**config.mk**
```make
export PLATFORM = sky130hd
export DESIGN_NAME = scg_sleep_gate
export DESIGN_NICKNAME = d
export VERILOG_FILES = /design/src/hdl/scg_pkg.sv /design/src/hdl/scg_sleep_gate.sv /design/src/hdl/scg_enable_sel.sv /design/src/hdl/scg_fault_chk.sv
export SDC_FILE = /design/constraint.sdc
export NUM_CORES = 1
export LEC_CHECK = 0
export ABC_AREA = 1
export BUFFER_PORTS_ARGS = -buffer_cell sky130_fd_sc_hd__buf_2
export CAP_MARGIN = 20
export CORE_MARGIN = 2
export CORE_UTILIZATION = 49
export DETAILED_ROUTE_END_ITERATION = 6
export PLACE_DENSITY = 0.86
export SETUP_SLACK_MARGIN = 0.05
export SKIP_LAST_GASP = 1
export SYNTH_ARGS = -nofsm -noshare
export SYNTH_HDL_FRONTEND = slang
export SYNTH_SLANG_ARGS = --single-unit
```
**constraint.sdc**
```tcl
create_clock -name clk_i -period 4.6 [get_ports clk_i]
set_clock_uncertainty 0.05 [all_clocks]
set_input_delay 0.69 -clock clk_i [delete_from_list [all_inputs] [get_ports clk_i]]
set_output_delay 0.69 -clock clk_i [all_outputs]
set_load 0.03 [all_outputs]
```
**src/hdl/scg_pkg.sv**
```systemverilog
// Package with offsets, field layout and types of the sleep gating block
package scg_pkg;
    localparam logic [11:0] SLEEP_GATE_OFF   = 12'h118; // Sleep gating register
    localparam logic [11:0] RUN_CFG_OFF      = 12'h060; // Auto gating select holder
    localparam logic [11:0] MODE_OFF         = 12'h1f0; // Power mode control
    localparam logic [11:0] IRQ_STAT_OFF     = 12'h1f4; // Sticky fault status
    localparam logic [11:0] IRQ_MASK_OFF     = 12'h1f8; // Fault interrupt mask
    localparam logic [31:0] SLEEP_GATE_RST   = 32'h00000000;
    localparam logic [31:0] SLEEP_GATE_WMASK = 32'h5000007f;
    localparam int          PHY_BIT          = 30;
    localparam int          MAC_BIT          = 28;
    localparam int          PORT_LSB         = 0;
    localparam int          NUM_PORTS        = 7;
    localparam int          NUM_UNITS        = 9;
    localparam int          AUTO_GATE_BIT    = 27;
    localparam logic [31:0] RUN_CFG_WMASK    = 32'h08000000;
    localparam logic [1:0]  MODE_RST         = 2'h0;
    localparam logic [31:0] ZERO_WORD        = 32'h00000000;
    localparam logic [8:0]  UNITS_ZERO       = 9'h000;
    localparam logic [1:0]  IRQ_ZERO         = 2'h0;
    localparam int          IRQ_ACC_FAULT    = 0;
    localparam int          IRQ_BUS_FAULT    = 1;

    // Power modes seen by the gating select
    typedef enum logic [1:0] {
        MODE_RUN   = 2'b00,
        MODE_SLEEP = 2'b01,
        MODE_DEEP  = 2'b10
    } scg_mode_e;

    // Register port request
    typedef struct packed {
        logic        wr;
        logic        rd;
        logic [11:0] addr;
        logic [31:0] wdata;
    } scg_req_s;

    // Access towards a gated peripheral
    typedef struct packed {
        logic       valid;
        logic [3:0] unit;
    } scg_acc_s;
endpackage

```
**src/hdl/scg_sleep_gate.sv**
```systemverilog
// Sleep mode clock gating register with enables and fault response
//
// What this block does
// - Bit one clocks unit, zero stops it
// - Access to gated unit gets bus fault
// - Reset clears all gating bits
// - Sleep register acts only during sleep
// - Sleep settings need auto gating select
// - Bit 30 gates the physical layer unit
// - Bit 28 gates the media access unit
// - Register at 0x118, 32 bits, zero reset
// - Unused positions stay inert
// - Bits 6 to 0 gate ports G..A
//
// Design decision made here: the plain strobed port.
`timescale 1ns/10ps
module scg_sleep_gate (
    input  wire logic        clk_i,
    input  wire logic        srst_i,
    input  wire logic        ce_i,
    input  wire logic [11:0] addr_i,
    input  wire logic [31:0] wdata_i,
    input  wire logic        wr_i,
    input  wire logic        rd_i,
    input  wire logic [8:0]  run_en_i,
    input  wire logic [8:0]  deep_en_i,
    input  wire logic        acc_valid_i,
    input  wire logic [3:0]  acc_unit_i,
    output logic      [31:0] rdata_o,
    output logic      [8:0]  unit_clk_en_o,
    output logic             bus_fault_o,
    output logic             irq_o
);
    ////////////////////////////////////////////////////////////////////////
    // Register state
    scg_pkg::scg_req_s req;
    scg_pkg::scg_acc_s acc;
    logic [31:0]       sleep_gate_reg_two_q;
    logic [31:0]       run_clock_config_reg_q;
    logic [1:0]        mode_q;
    logic [1:0]        irq_stat_q;
    logic [1:0]        irq_mask_q;
    logic [8:0]        sleep_en;
    logic [8:0]        sel_en;
    logic              fault_d;
    logic              auto_gating_select;
    logic [1:0]        irq_set;

    assign req = '{wr: wr_i, rd: rd_i, addr: addr_i, wdata: wdata_i};
    assign acc = '{valid: acc_valid_i, unit: acc_unit_i};
    assign auto_gating_select = run_clock_config_reg_q[scg_pkg::AUTO_GATE_BIT];

    // Address match used by several processes
    function automatic logic hit(input logic [11:0] a, input logic [11:0] o);
        hit = (a == o);
    endfunction

    ////////////////////////////////////////////////////////////////////////
    // Sleep gating register, only implemented bits hold state
    always_ff @(posedge clk_i) begin
        if (srst_i) begin
            sleep_gate_reg_two_q <= scg_pkg::SLEEP_GATE_RST;
        end else if (ce_i && req.wr && hit(req.addr, scg_pkg::SLEEP_GATE_OFF))
        begin
            sleep_gate_reg_two_q <= req.wdata & scg_pkg::SLEEP_GATE_WMASK;
        end
    end

    // Auto gating select bit; other bits of this word are not ours
    always_ff @(posedge clk_i) begin
        if (srst_i) begin
            run_clock_config_reg_q <= scg_pkg::ZERO_WORD;
        end else if (ce_i && req.wr && hit(req.addr, scg_pkg::RUN_CFG_OFF))
        begin
            run_clock_config_reg_q <= req.wdata & scg_pkg::RUN_CFG_WMASK;
        end
    end

    // Power mode, driven by software for the sequencer
    always_ff @(posedge clk_i) begin
        if (srst_i) begin
            mode_q <= scg_pkg::MODE_RST;
        end else if (ce_i && req.wr && hit(req.addr, scg_pkg::MODE_OFF)) begin
            mode_q <= req.wdata[1:0];
        end
    end

    ////////////////////////////////////////////////////////////////////////
    // Unpack gating fields into per-unit enables
    assign sleep_en[8] = sleep_gate_reg_two_q[scg_pkg::PHY_BIT];
    assign sleep_en[7] = sleep_gate_reg_two_q[scg_pkg::MAC_BIT];
    genvar gi;
    generate
        for (gi = 0; gi < scg_pkg::NUM_PORTS; gi++) begin : g_port
            assign sleep_en[gi] = sleep_gate_reg_two_q[scg_pkg::PORT_LSB + gi];
        end
    endgenerate

    // Mode selection of the enable set
    scg_enable_sel u_sel (
        .mode_i      (mode_q),
        .auto_gate_i (auto_gating_select),
        .run_en_i    (run_en_i),
        .sleep_en_i  (sleep_en),
        .deep_en_i   (deep_en_i),
        .en_o        (sel_en)
    );

    // Registered enables: fed to latch-based gates, so no glitches
    always_ff @(posedge clk_i) begin
        if (srst_i) begin
            unit_clk_en_o <= scg_pkg::UNITS_ZERO;
        end else if (ce_i) begin
            unit_clk_en_o <= sel_en;
        end
    end

    ////////////////////////////////////////////////////////////////////////
    // Fault detection against the enables in force
    scg_fault_chk u_flt (
        .en_i    (unit_clk_en_o),
        .valid_i (acc.valid),
        .unit_i  (acc.unit),
        .fault_o (fault_d)
    );

    // Fault answer one cycle after the access
    always_ff @(posedge clk_i) begin
        if (srst_i) begin
            bus_fault_o <= 1'b0;
        end else if (ce_i) begin
            bus_fault_o <= fault_d;
        end
    end

    ////////////////////////////////////////////////////////////////////////
    // Sticky status: set wins over write-one-to-clear
    assign irq_set[scg_pkg::IRQ_ACC_FAULT] = fault_d;
    assign irq_set[scg_pkg::IRQ_BUS_FAULT] =
        (req.wr || req.rd) && !hit(req.addr, scg_pkg::SLEEP_GATE_OFF)
        && !hit(req.addr, scg_pkg::RUN_CFG_OFF)
        && !hit(req.addr, scg_pkg::MODE_OFF)
        && !hit(req.addr, scg_pkg::IRQ_STAT_OFF)
        && !hit(req.addr, scg_pkg::IRQ_MASK_OFF);

    always_ff @(posedge clk_i) begin
        if (srst_i) begin
            irq_stat_q <= scg_pkg::IRQ_ZERO;
        end else if (ce_i) begin
            if (req.wr && hit(req.addr, scg_pkg::IRQ_STAT_OFF)) begin
                irq_stat_q <= (irq_stat_q & ~req.wdata[1:0]) | irq_set;
            end else begin
                irq_stat_q <= irq_stat_q | irq_set;
            end
        end
    end

    always_ff @(posedge clk_i) begin
        if (srst_i) begin
            irq_mask_q <= scg_pkg::IRQ_ZERO;
        end else if (ce_i && req.wr && hit(req.addr, scg_pkg::IRQ_MASK_OFF))
        begin
            irq_mask_q <= req.wdata[1:0];
        end
    end

    // Interrupt level from the next-cycle view of status
    always_ff @(posedge clk_i) begin
        if (srst_i) begin
            irq_o <= 1'b0;
        end else if (ce_i) begin
            if (req.wr && hit(req.addr, scg_pkg::IRQ_STAT_OFF)) begin
                irq_o <= |(((irq_stat_q & ~req.wdata[1:0]) | irq_set)
                           & irq_mask_q);
            end else if (req.wr && hit(req.addr, scg_pkg::IRQ_MASK_OFF)) begin
                irq_o <= |((irq_stat_q | irq_set) & req.wdata[1:0]);
            end else begin
                irq_o <= |((irq_stat_q | irq_set) & irq_mask_q);
            end
        end
    end

    ////////////////////////////////////////////////////////////////////////
    // Read data one cycle after the strobe, unmapped reads zero
    always_ff @(posedge clk_i) begin
        if (srst_i) begin
            rdata_o <= scg_pkg::ZERO_WORD;
        end else if (ce_i) begin
            if (!req.rd) begin
                rdata_o <= scg_pkg::ZERO_WORD;
            end else if (hit(req.addr, scg_pkg::SLEEP_GATE_OFF)) begin
                rdata_o <= sleep_gate_reg_two_q;
            end else if (hit(req.addr, scg_pkg::RUN_CFG_OFF)) begin
                rdata_o <= run_clock_config_reg_q;
            end else if (hit(req.addr, scg_pkg::MODE_OFF)) begin
                rdata_o <= {30'h00000000, mode_q};
            end else if (hit(req.addr, scg_pkg::IRQ_STAT_OFF)) begin
                rdata_o <= {30'h00000000, irq_stat_q};
            end else if (hit(req.addr, scg_pkg::IRQ_MASK_OFF)) begin
                rdata_o <= {30'h00000000, irq_mask_q};
            end else begin
                rdata_o <= scg_pkg::ZERO_WORD;
            end
        end
    end
endmodule

```
**src/hdl/scg_enable_sel.sv**
```systemverilog
// Chooses the active enable set from power mode and auto gating select
`timescale 1ns/10ps
module scg_enable_sel (
    input  wire logic [1:0] mode_i,
    input  wire logic       auto_gate_i,
    input  wire logic [8:0] run_en_i,
    input  wire logic [8:0] sleep_en_i,
    input  wire logic [8:0] deep_en_i,
    output logic      [8:0] en_o
);
    // Sleep set only acts in sleep with auto gating selected
    always_comb begin
        case (scg_pkg::scg_mode_e'(mode_i))
            scg_pkg::MODE_SLEEP: en_o = auto_gate_i ? sleep_en_i : run_en_i;
            scg_pkg::MODE_DEEP:  en_o = auto_gate_i ? deep_en_i : run_en_i;
            default:             en_o = run_en_i;
        endcase
    end
endmodule

```
**src/hdl/scg_fault_chk.sv**
```systemverilog
// Flags a peripheral access that targets an unclocked unit
`timescale 1ns/10ps
module scg_fault_chk (
    input  wire logic [8:0] en_i,
    input  wire logic       valid_i,
    input  wire logic [3:0] unit_i,
    output logic            fault_o
);
    // Unknown unit numbers count as unclocked
    always_comb begin
        if (valid_i && unit_i < 4'(scg_pkg::NUM_UNITS)) begin
            fault_o = ~en_i[unit_i];
        end else begin
            fault_o = valid_i;
        end
    end
endmodule

```
# == Word-level counts from Yosys, hierarchy flattened ==
# Cells that the tools add are included.
# word_totals
regBits,59
in_bits,72
output_inout_bits,43
elab_cells,63
# op_classes
n_lt_le_gt_ge,2
n_eq_ne,7
mux,15
n_bitwise,8
n_reduce_logical,22
# op_table
op,n
2-to-1 mux 31 bit,2
"equality test 12 x 9 -> 1 bit, second input constant",4
2-to-1 mux 28 bit,1
2-to-1 mux 9 bit,2
case mux 9 bit (2 select lines),1
logical AND 1 bit,13
"equality test 12 x 7 -> 1 bit, second input constant",1
bitwise AND 2 bit,4
2-to-1 mux 2 bit,4
OR reduction 2 bit,3
logical NOT 1 bit,5
"< comparator 4 x 5 -> 1 bit, second input constant",1
binary-select mux 1 bit (select 4 bit),1
"< comparator 4 bit, second input constant",1
2-to-1 mux 1 bit,4
OR 2 bit,2
"equality test 2 x 1 -> 1 bit, second input constant",1
"equality test 2 bit, second input constant",1
NOT 2 bit,1
logical OR 1 bit,1
NOT 1 bit,1

# == Longest topological paths before layout ==
# Gate-level depths: netlist of run 1.
# depth
word_depth,12
mapped_depth,12
depth_no_buf,12

# == Cells and area by module ==
# From an unflattened synthesis of run 1, not the netlist that was laid out.
# hier_totals
cells_unflattened,369
area_unflattened_um2,2391.0
# by_module_without_submodules
mod,n_inst,cells_per_inst,area_per_inst_um2,seq_area_each_um2
scg_sleep_gate,1,274,1954.4,740.7
scg_enable_sel,1,65,306.5,0.0
scg_fault_chk,1,30,130.1,0.0

# == Worst setup path after synthesis of run 1 ==
# OpenSTA, ideal clock, no wires.
# synth_timing
kind,input to register
startpoint,input addr_i[9]
endpoint,register irq_o
setup_time_ps,120
arrival_ps,1559
t_required_ps,4430
path_slack_ps,2872
stages,12
path_buffers,0
cell_sequence,inv_2 > nand2_2 > nor2_8 > nand3_1 > nand2_1 > nor2_2 > nand2_2 > nand2_1 > nand2_1 > nand2_1 > a21oi_1 > a21oi_1
# synth_via
elab_chain_len,12
elab_cells_between_ends,27
cone_classes,eq/ne (5); mux (2); bitwise (5); reduce/logical (15)
# synth_rtl
element,line_no,rtl
from (decl),scg_sleep_gate.sv:21,"input wire logic [11:0] addr_i,"
equality test 12 x 9 -> 1 bit,scg_sleep_gate.sv:55,hit = (a == o);
logical NOT 1 bit,scg_sleep_gate.sv:140,"(req.wr || req.rd) && !hit(req.addr, scg_pkg::SLEEP_GATE_OFF)"
logical AND 1 bit,scg_sleep_gate.sv:140,
logical AND 1 bit,scg_sleep_gate.sv:141,"&& !hit(req.addr, scg_pkg::RUN_CFG_OFF)"
logical AND 1 bit,scg_sleep_gate.sv:142,"&& !hit(req.addr, scg_pkg::MODE_OFF)"
logical AND 1 bit,scg_sleep_gate.sv:143,"&& !hit(req.addr, scg_pkg::IRQ_STAT_OFF)"
logical AND 1 bit,scg_sleep_gate.sv:144,"&& !hit(req.addr, scg_pkg::IRQ_MASK_OFF);"
OR 2 bit,"scg_sleep_gate.sv:176, scg_sleep_gate.sv:178",
bitwise AND 2 bit (on tied branches),"scg_sleep_gate.sv:178, scg_sleep_gate.sv:176",
OR reduction 2 bit (on tied branches),"scg_sleep_gate.sv:178, scg_sleep_gate.sv:176",
2-to-1 mux 1 bit,scg_sleep_gate.sv:175,"end else if (req.wr && hit(req.addr, scg_pkg::IRQ_MASK_OFF)) begin"
2-to-1 mux 1 bit *,scg_sleep_gate.sv:172,"if (req.wr && hit(req.addr, scg_pkg::IRQ_STAT_OFF)) begin"
to (signal assigned),scg_sleep_gate.sv:173,irq_o <= |(((irq_stat_q & ~req.wdata[1:0]) | irq_set)
to (signal assigned),scg_sleep_gate.sv:176,irq_o <= |((irq_stat_q | irq_set) & req.wdata[1:0]);
to (signal assigned),scg_sleep_gate.sv:178,irq_o <= |((irq_stat_q | irq_set) & irq_mask_q);
to (decl),scg_sleep_gate.sv:32,output logic irq_o
# Mark *: on every way between the ends. The rest lies on a longest branch, timed or not.
# A chain may end at the register's enable or synchronous reset.

# == Worst setup path after layout of run 1 ==
# layout_timing
startpoint,register mode_q[0]
endpoint,register unit_clk_en_o[3]
# layout_via
elab_chain_len,2
elab_cells_between_ends,3
cone_classes,eq/ne (2); mux (1)
# layout_rtl
element,line_no,rtl
from (decl),scg_sleep_gate.sv:40,logic [1:0] mode_q;
from (signal assigned),scg_sleep_gate.sv:82,mode_q <= scg_pkg::MODE_RST;
from (signal assigned),scg_sleep_gate.sv:84,mode_q <= req.wdata[1:0];
equality test 2 bit or equality test 2 x 1 -> 1 bit (tied branches),scg_enable_sel.sv:13,case (scg_pkg::scg_mode_e'(mode_i))
case mux 9 bit (2 select lines) *,scg_enable_sel.sv:13,
to (signal assigned),scg_sleep_gate.sv:112,unit_clk_en_o <= scg_pkg::UNITS_ZERO;
to (signal assigned),scg_sleep_gate.sv:114,unit_clk_en_o <= sel_en;
to (decl),scg_sleep_gate.sv:30,"output logic [8:0] unit_clk_en_o,"
# Marked as above.

==> results of run 1 <==
-- logic make-up (layout without fill, tap and decap cells) --
logic type | after synthesis | count (layout) | synth area share (%)
simple gates | 128 | 128 | 27.4
other cells | 1 | 22 | 0.171
fa+ha+maj | 2 | 2 | 1.14
compound gates | 75 | 75 | 20.2
flops | 37 | 37 | 33.8
buf+inv | 77 | 122 | 17.3
-- area by class of cell --
type | instances | area (um^2) | area share, %
Clock buffer | 5 | 68.8 | 2.68
Timing Repair Buffer | 70 | 350 | 13.7
Clock inverter | 3 | 25.0 | 0.975
Multi-Input combinational cell | 227 | 1150 | 44.9
Sequential cell | 37 | 741 | 28.9
Tap cell | 52 | 65.1 | 2.54
Inverter | 44 | 165 | 6.44
-- registers in the layout (all words and copies together) (netlist names) --
name / cells
bus_fault_o: 1
irq_mask_q: 2
irq_o: 1
irq_stat_q: 2
mode_q: 2
rdata_o: 10
run_clock_config_reg_q: 1
sleep_gate_reg_two_q: 9
unit_clk_en_o: 9
-- layer usage --
metal | vias up | global-route usage [%]
met4 | 0 | 6.29
met1 | 983 | 28.0
met3 | 6 | 3.85
li1 | 1131 | -
met2 | 105 | 33.5
met5 | - | 0
-- layout by cell type (no fill, tap or decap) --
cell,n
a21oi_1,34
a221oi_1,8
a22o_1,7
a41oi_1,1
buf_2,70
clkbuf_8,5
clkinvlp_4,1
conb_1,22
dfxtp_1,37
ha_1,2
inv_1,39
inv_2,5
inv_6,2
nand2_1,64
nand2_2,7
nand3_1,16
nand3_2,1
nand3_4,1
nand3b_1,1
nand4_1,2
nor2_1,18
nor2_2,6
nor2_4,1
nor2_8,1
nor3_1,8
o211ai_1,1
o21ai_0,20
o21ai_1,3
o311a_1,1
or2_0,1
or2_2,1
-- per-stage QoR --
stage                     instance area (um^2)  utilization (%)
final                                     2570             59.3
after global placement                    2470             57.2
after floorplan                           2270                -
after detailed placement                  2470             57.2
after CTS                                 2570             59.3
after global routing                      2570             59.3
-- path summary, 6_finish.rpt --
kind                   start                to  slack (ns)  depth (start not counted)
setup / recovery   mode_q[0]  unit_clk_en_o[3]        2.77                          6
setup reg to reg   mode_q[0]  unit_clk_en_o[3]        2.77                          6
hold / removal    rdata_o[4]        rdata_o[4]        0.42                          2
hold reg to reg   rdata_o[4]        rdata_o[4]        0.42                          2
-- power by group through the flow --
stage               Combinational [mW]  Sequential, mW  Clock [mW]
CTS                              0.120           0.332       0.245
global placement                 0.119           0.339           0
detailed placement               0.120           0.339           0
finish                           0.121           0.332       0.239
floorplan                       0.0834           0.352           0
global route                     0.133           0.333       0.256
-- worst max-delay path, cell delays in order, from the launching register on --
cell and delay [ns]:
dfxtp_1 0.36, inv_1 0.07, ha_1 0.31, nor2_1 0.49, nor2_2 0.21, nand2_1 0.11
a221oi_1 0.08
==> impl_metrics.yaml, run 1 <==
min_path:
  hp-class: "reg2reg"
layout:
  syn_to_final_growth_pct: 17.1
  fin_nets: 459
  drive_above_1_share_pct: 26.2
  fillers: 427
  n_antenna_cell: 0
  stdcell_count: 438
power:
  seqPwrFrac_pct: 48.0
  pwr-share-comb_pct: 17.5
  powerDensity_nw_per_um2: 269
  clkPwrFrac_pct: 34.5
  total_leakage_power_nw: 1.28
  swShare_pct: 31.5
  power.switching_mw: 0.217
  total_power_mw: 0.692
  vdd_drop_max_uv: 161
  p_int_mw: 0.474
yosys:
  syn_area_per_cell_um2: 6.85
  yosysMostFrequentCell: "nand2_1"
  netlist_top_cells_count: "nand2_1, inv_1, dfxtp_1"
  netlist_area_um2: 2190
  synth_cell_types: 30
  synthCells: 320
  ys_ff_latch: 37
  synth_edf_count: 0
  synth_top_area_share_pct: 33.8
  ys.flop_type: "dfxtp_1"
  yosys_warnings: 0
  ys_seq_area_share_pct: 33.8
  synthArstFlopShare_pct: 0
  yosysTopAreaCell: "dfxtp_1"
  ys_top_cells_by_area: "dfxtp_1, nand2_1, a21oi_1"
routing:
  drc: 0
  via_per_inst: 5.08
  dr_wl_met2_um: 2310
  wirelength_um: 5170
  drtIter0Drc: 152
  wl_met3_um: 456
  wl_met1_um: 2340
  drt_pre_antenna_iters: 4
  ant_nets: 0
  top_layer_used: "met4"
  vias: 2225
  wl_per_cell_um: 11.8
placed_design:
  placedCellCount: 430
  io_buffers: 70
  gp_congestion: 0.906
  dp_hpwl_um: 3980
  post-place-ws_ns: 2.49
worst_setup_path:
  endpoint_kind: "flip-flop"
  cp_max_fo: 10
  startpoint_type: "flip-flop"
  arrival_ns: 1.91
  crit_type: "reg2reg"
  worstPathRequired_ns: 4.68
die:
  rows: 24
  die_x_um: 70.9
  die_area_um2: 5020
  core_area_um2: 4320
  dieHeight_um: 70.9
  start_util_pct: 50.7
  num_io_pins: 115
global_route:
  grt_max_degree: 30
  antenna_found_initial: 0
  grt_pass1_vias: 1932
  grt_pass1_wl_um: 8440
  grt_remaining_overflow: 0
  grt_use_total_pct: 20.7
job:
  drv_cap: 0
clock_network:
  htreeDepth: 2
  hold_buffers: 0
  cts_resized: 0
  cts_buffer_depth: 2
  worstSkewPairLatency_ns: 0.30
  numCtsBuffers: 5
  root_buffer: "clkbuf_8"
  clkSlewWorstSetupHoldPaths_ns: 0.08
  postCtsSetupBuffers: 0
  clock-sinks: 37
  cts_tree: "built"
sta:
  max_slew_margin_pct: 45.4
  setup_viol: 0
  fin_crit_sh_pct: 39.9
  whs_ns: 0.416
  drv_slew: 0
  fmax_ghz: 0.545
  fin_crit_ns: 1.83
  rsz0062_at_grt: "false"
  tightest_slew_ns: 0.818
  layout_setup_ws_ns: 2.77
  setup_tns_ns: 0
  hold_viol_final: 0
status:
  status: "completed"
No activity file was read; power rests on OpenSTA's default activity.
==> run 2: changes to the inputs <==
--- a/config.mk
+++ b/config.mk
@@ -5,13 +5,13 @@
 export SDC_FILE = /design/constraint.sdc
 export NUM_CORES = 1
 export LEC_CHECK = 0
-export ABC_AREA = 1
+export ABC_AREA = 0
 export BUFFER_PORTS_ARGS = -buffer_cell sky130_fd_sc_hd__buf_2
 export CAP_MARGIN = 20
 export CORE_MARGIN = 2
-export CORE_UTILIZATION = 49
+export CORE_UTILIZATION = 45
 export DETAILED_ROUTE_END_ITERATION = 6
-export PLACE_DENSITY = 0.86
+export PLACE_DENSITY = 0.81
 export SETUP_SLACK_MARGIN = 0.05
 export SKIP_LAST_GASP = 1
 export SYNTH_ARGS = -nofsm -noshare
==> constraint.sdc (replaced) <==
create_clock -name clk_i -period 1.8 [get_ports clk_i]
set_clock_uncertainty 0.05 [all_clocks]
set_input_delay 0.27 -clock clk_i [delete_from_list [all_inputs] [get_ports clk_i]]
set_output_delay 0.27 -clock clk_i [all_outputs]
set_load 0.03 [all_outputs]
==> impl_metrics.yaml, run 2 <==
status:
  status: "completed"
layout:
  syn_to_final_growth_pct: 24.7
  fin_nets: 420
  largest_registers: "rdata_o (10), sleep_gate_reg_two_q (9), unit_clk_en_o (9)"
  final_common_cell: "buf_2"
  stdcell_area_um2: 2630
  stdcell_count: 399
  regMostFlops: "rdata_o"
  n_antenna_cell: 0
  largest_reg_flops: 10
  drive_above_1_share_pct: 30.3
  layout_common_cells: "buf_2, dfxtp_1, nor2_1"
clock_network:
  clkSlewWorstSetupHoldPaths_ns: 0.07
  worstSkewPairLatency_ns: 0.29
  clock-sinks: 37
  numCtsBuffers: 5
  cts_buffer_depth: 2
  cts_tree: "built"
  root_buffer: "clkbuf_8"
  htreeDepth: 2
  hold_buffers: 0
  postCtsSetupBuffers: 0
yosys:
  ys_seq_area_share_pct: 35.1
  synth_top_area_share_pct: 35.1
  synthArstFlopShare_pct: 0
  netlist_top_cells_count: "dfxtp_1, nor2_1, nand2_1"
  synthCells: 270
  netlist_area_um2: 2110
  yosys.area_share.simple_pct: 26.9
  yosysMostFrequentCell: "dfxtp_1"
  synth_xor_area_share_pct: 0.415
  ys_ff_latch: 37
  yosys_warnings: 0
  syn_area_per_cell_um2: 7.81
  ys_top_cells_by_area: "dfxtp_1, buf_4, a22oi_1"
  synth_compound_area_share_pct: 19.7
  yosysTopAreaCell: "dfxtp_1"
  ys.flop_type: "dfxtp_1"
  synth_cell_types: 44
  synthMuxAreaShare_pct: 4.27
  synth_edf_count: 0
  synth_top_family_by_area: "simple AND/OR/NAND/NOR gates"
  synthAdderAreaFrac_pct: 1.19
sta:
  whs_ns: 0.168
  setup_viol: 0
  fin_crit_ns: 1.68
  drv_slew: 0
  fmax_ghz: 0.596
  rsz0062_at_grt: "true"
  hold_viol_final: 0
  fin_crit_sh_pct: 93.1
  layout_setup_ws_ns: 0.123
worst_setup_path:
  arrival_ns: 1.79
  cp_max_fo: 4
  startpoint_type: "input port"
  worst_path_max_delay_cell: "or4_4"
  endpoint_kind: "flip-flop"
  crit_type: "in2reg"
  cp_slowest_stage_delay_ns: 0.57
  worstPathRequired_ns: 1.92
  crit_chain: "buf_2, or4_4, buf_4, o21bai_1, o311ai_0, a2111oi_0, nor4_1"
  reg2regPathDepth: 6
placed_design:
  placed_cell_area_um2: 2500
  post-place-ws_ns: -0.182
  io_buffers: 70
  dp_hpwl_um: 4180
  gp_congestion: 0.871
  placedCellCount: 391
die:
  rows: 24
  dieHeight_um: 72.4
  die_x_um: 72.4
  core_area_um2: 4440
  start_util_pct: 47.4
  num_io_pins: 115
  die_area_um2: 5250
global_route:
  grt_use_total_pct: 21.1
  grt_max_degree: 26
  antenna_found_initial: 0
  grt_pass1_vias: 1917
  grt_remaining_overflow: 0
  grt_pass1_wl_um: 8850
routing:
  drt_pre_antenna_iters: 4
  wl_per_cell_um: 13.7
  drc: 0
  wirelength_um: 5470
  via_per_inst: 5.50
  drtIter0Drc: 123
  ant_nets: 0
  vias: 2194
job:
  drv_cap: 0
min_path:
  hold_depth: 3
  hp-class: "in2reg"
power:
  powerDensity_nw_per_um2: 682
  vdd_drop_max_uv: 585
  total_leakage_power_nw: 1.12
run 2: worst max-delay path: cells and delay by family:
family	cells	cell delay, ns
AOI/OAI and AO/OA	3	0.60
buffers and inverters	2	0.26
and+or+nand+nor	2	0.66
run 2: worst paths after layout:
check | startpoint | slack, ns | end
worst min-delay path | wdata_i[27] | 0.17 | run_clock_config_reg_q[27]
worst min register to register | rdata_o[27] | 0.41 | rdata_o[27]
worst max register to register | mode_q[0] | 0.17 | unit_clk_en_o[5]
worst max-delay path | addr_i[11] | 0.12 | irq_o
run 2: per-layer routing:
metal | wire [um] | track usage (%)
met1 | 2400 | 28.8
met2 | 2640 | 34.5
met3 | 379 | 3.89
met4 | 54 | 5.35
met5 | 0 | 0
run 2: per-stage QoR:
step	setup TNS (ns)	utilization [%]	power (mW)
floorplan	-2.14	-	1.09
finish	0	59.1	1.79
global route	0	59.1	1.87
global placement	-2.42	56.2	1.17
detailed placement	-2.86	56.2	1.17
CTS	0	58.6	1.80
run 2: cells by family after synthesis:
group,count (synthesis)
AO/OA/AOI/OAI,61
adder cells (fa/ha/maj),2
AND/OR/NAND/NOR,115
other,1
XOR/XNOR,1
multiplexers,9
flip-flops,37
buffers and inverters,44
run 2: cell type report:
| class | count | area (um^2) |
|---|---|---|
| Clock buffer | 7 | 96.3 |
| Clock inverter | 1 | 5.00 |
| Fill cell | 406 | 1820 |
| Inverter | 4 | 15.0 |
| Multi-Input combinational cell | 210 | 1220 |
| Sequential cell | 37 | 741 |
| Tap cell | 52 | 65.1 |
| Timing Repair Buffer | 88 | 485 |
run 2: what timing repair did:
| action | in CTS | in global routing |
|---|---|---|
| setup endpoints to repair | 9 | 10 |
| pin swaps | 0 | 1 |
| resized for setup | 1 | 6 |
run 2: report_power, final:
part           leakage [nW]  internal [mW]  total (mW)  switching, mW
clock network        0.0542          0.346       0.631          0.285
logic                 0.766          0.103       0.308          0.205
registers             0.301          0.838       0.855         0.0162
total                  1.12           1.29        1.79          0.506
==> run 3: changes to the inputs <==
--- a/config.mk
+++ b/config.mk
@@ -8,7 +8,6 @@
 export ABC_AREA = 0
 export BUFFER_PORTS_ARGS = -buffer_cell sky130_fd_sc_hd__buf_2
 export CAP_MARGIN = 20
-export CORE_MARGIN = 2
 export CORE_UTILIZATION = 45
 export DETAILED_ROUTE_END_ITERATION = 6
 export PLACE_DENSITY = 0.81
==> impl_metrics.yaml, run 3 (synthesized netlist as in run 2, its figures left out) <==
worst_setup_path:
  cp_max_fo: 7
  startpoint_type: "input port"
  crit_type: "in2reg"
  worstPathRequired_ns: 1.94
  r2r-end: "irq_o"
  rrSetupSlack_ns: 0.19
  reg2regPathDepth: 5
  r2r_start: "unit_clk_en_o[6]"
  arrival_ns: 1.83
  endpoint_kind: "flip-flop"
layout:
  finish.utilization_pct: 59.0
  largest_registers: "rdata_o (10), sleep_gate_reg_two_q (9), unit_clk_en_o (9)"
  fin_nets: 418
  regArea_um2: 741
  multi_input_area_um2: 1230
  regMostFlops: "rdata_o"
  layout_common_cells: "buf_2, dfxtp_1, nor2_1"
  drive_above_1_share_pct: 30.4
  stdcell_area_um2: 2610
  final_common_cell: "buf_2"
  n_antenna_cell: 0
  fillers: 405
  syn_to_final_growth_pct: 23.6
  largest_reg_flops: 10
sta:
  max_slew_margin_pct: 55.8
  tightest_slew_ns: 0.663
  whs_ns: 0.169
  rsz0062_at_grt: "true"
  fmax_ghz: 0.593
  setup_viol: 0
  hold_viol_final: 0
  fin_crit_sh_pct: 93.7
  fin_crit_ns: 1.69
  drv_slew: 0
global_route:
  antenna_found_initial: 0
  grt_pass1_vias: 1987
  grt_max_degree: 38
  grt_pass1_wl_um: 8890
  grt_use_total_pct: 22.1
  grt_remaining_overflow: 0
power:
  powerDensity_nw_per_um2: 664
  total_power_mw: 1.73
  vdd_drop_max_uv: 406
  total_leakage_power_nw: 1.10
clock_network:
  cts_buffer_depth: 2
  root_buffer: "clkbuf_8"
  htreeDepth: 2
  clkSlewWorstSetupHoldPaths_ns: 0.07
  cts_tree: "built"
  cts_resized: 1
  postCtsSetupBuffers: 0
  worstSkewPairLatency_ns: 0.29
  numCtsBuffers: 5
  clock-sinks: 37
  hold_buffers: 0
routing:
  drtIter0Drc: 108
  drt_pre_antenna_iters: 4
  ant_nets: 0
  wl_per_cell_um: 13.4
  wirelength_um: 5310
  vias: 2130
  via_per_inst: 5.37
  drc: 0
status:
  status: "completed"
die:
  core_area_um2: 4410
  die_x_um: 70.4
  dieHeight_um: 70.4
  start_util_pct: 47.8
  die_area_um2: 4960
  rows: 24
  num_io_pins: 115
placed_design:
  dp_hpwl_um: 3970
  gp_congestion: 0.880
  io_buffers: 70
  placed_cell_area_um2: 2480
min_path:
  hold_end: "run_clock_config_reg_q[27]"
  hold_depth: 3
  hp-class: "in2reg"
  hp-start: "wdata_i[27]"
job:
  drv_cap: 0
## run 3: cell count changes in the layout (fill, tap and decap cells not counted), moves of 2 or more
cell | before | now
clkbuf_8 | 7 | 5
nor4_1 | 3 | 1
nor4_2 | 0 | 2
buf_4 | 18 | 16
## run 3: final cells by class
class | count | area share, %
inverters | 4 | 0.576
well taps | 52 | 2.50
clock inverters | 3 | 0.672
flip-flops and latches | 37 | 28.4
repair buffers | 86 | 18.1
multi-input cells | 210 | 47.1
clock buffers | 5 | 2.64
## run 3: worst max-delay path, cell delays in order
cell	delay [ns]
buf_2	0.09
or4_4	0.59
nor4_2	0.22
buf_4	0.18
and3_1	0.15
a2111oi_1	0.05
nor4_1	0.26
## run 3: per-stage QoR
stage / TNS [ns] / cells / worst slack (ns)
5_1_grt: 0 / 397 / 0.0134
6_report: 0 / 397 / 0.113
3_5_place_dp: -3.27 / 389 / -0.213
4_1_cts: 0 / 397 / 0.0895
2_1_floorplan: -2.14 / 291 / -0.209
3_3_place_gp: -2.73 / 389 / -0.160
## run 3: metal layers
metal	part of all wire, %	vias to the layer above	global-route usage [%]	wire, um
met2	47	81	34.9	2480
met1	46	967	29.4	2420
met4	1.5	0	7.78	82
met5	0	-	0	0
li1	-	1073	-	-
met3	6.1	9	4.91	324
## run 3: how the worst max path moves through the flow
| stage | slack (ns) | startpoint | endpoint | cells after the start |
|---|---|---|---|---|
| 3_5_place_dp | -0.21 | addr_i[11] | irq_o | 7 |
| 6_report | 0.11 | addr_i[11] | irq_o | 7 |
| 4_1_cts | 0.09 | addr_i[11] | irq_o | 7 |
| 3_3_place_gp | -0.16 | addr_i[11] | mode_q[1] | 7 |
| 5_1_grt | 0.01 | addr_i[6] | irq_o | 6 |
| 2_1_floorplan | -0.21 | addr_i[11] | rdata_o[0] | 7 |
## run 3: report_power, final
group | switching [mW] | internal (mW) | leakage (nW)
sequential | 0.0153 | 0.838 | 0.301
clock | 0.303 | 0.267 | 0.0439
combinational | 0.205 | 0.103 | 0.753
total | 0.523 | 1.21 | 1.10
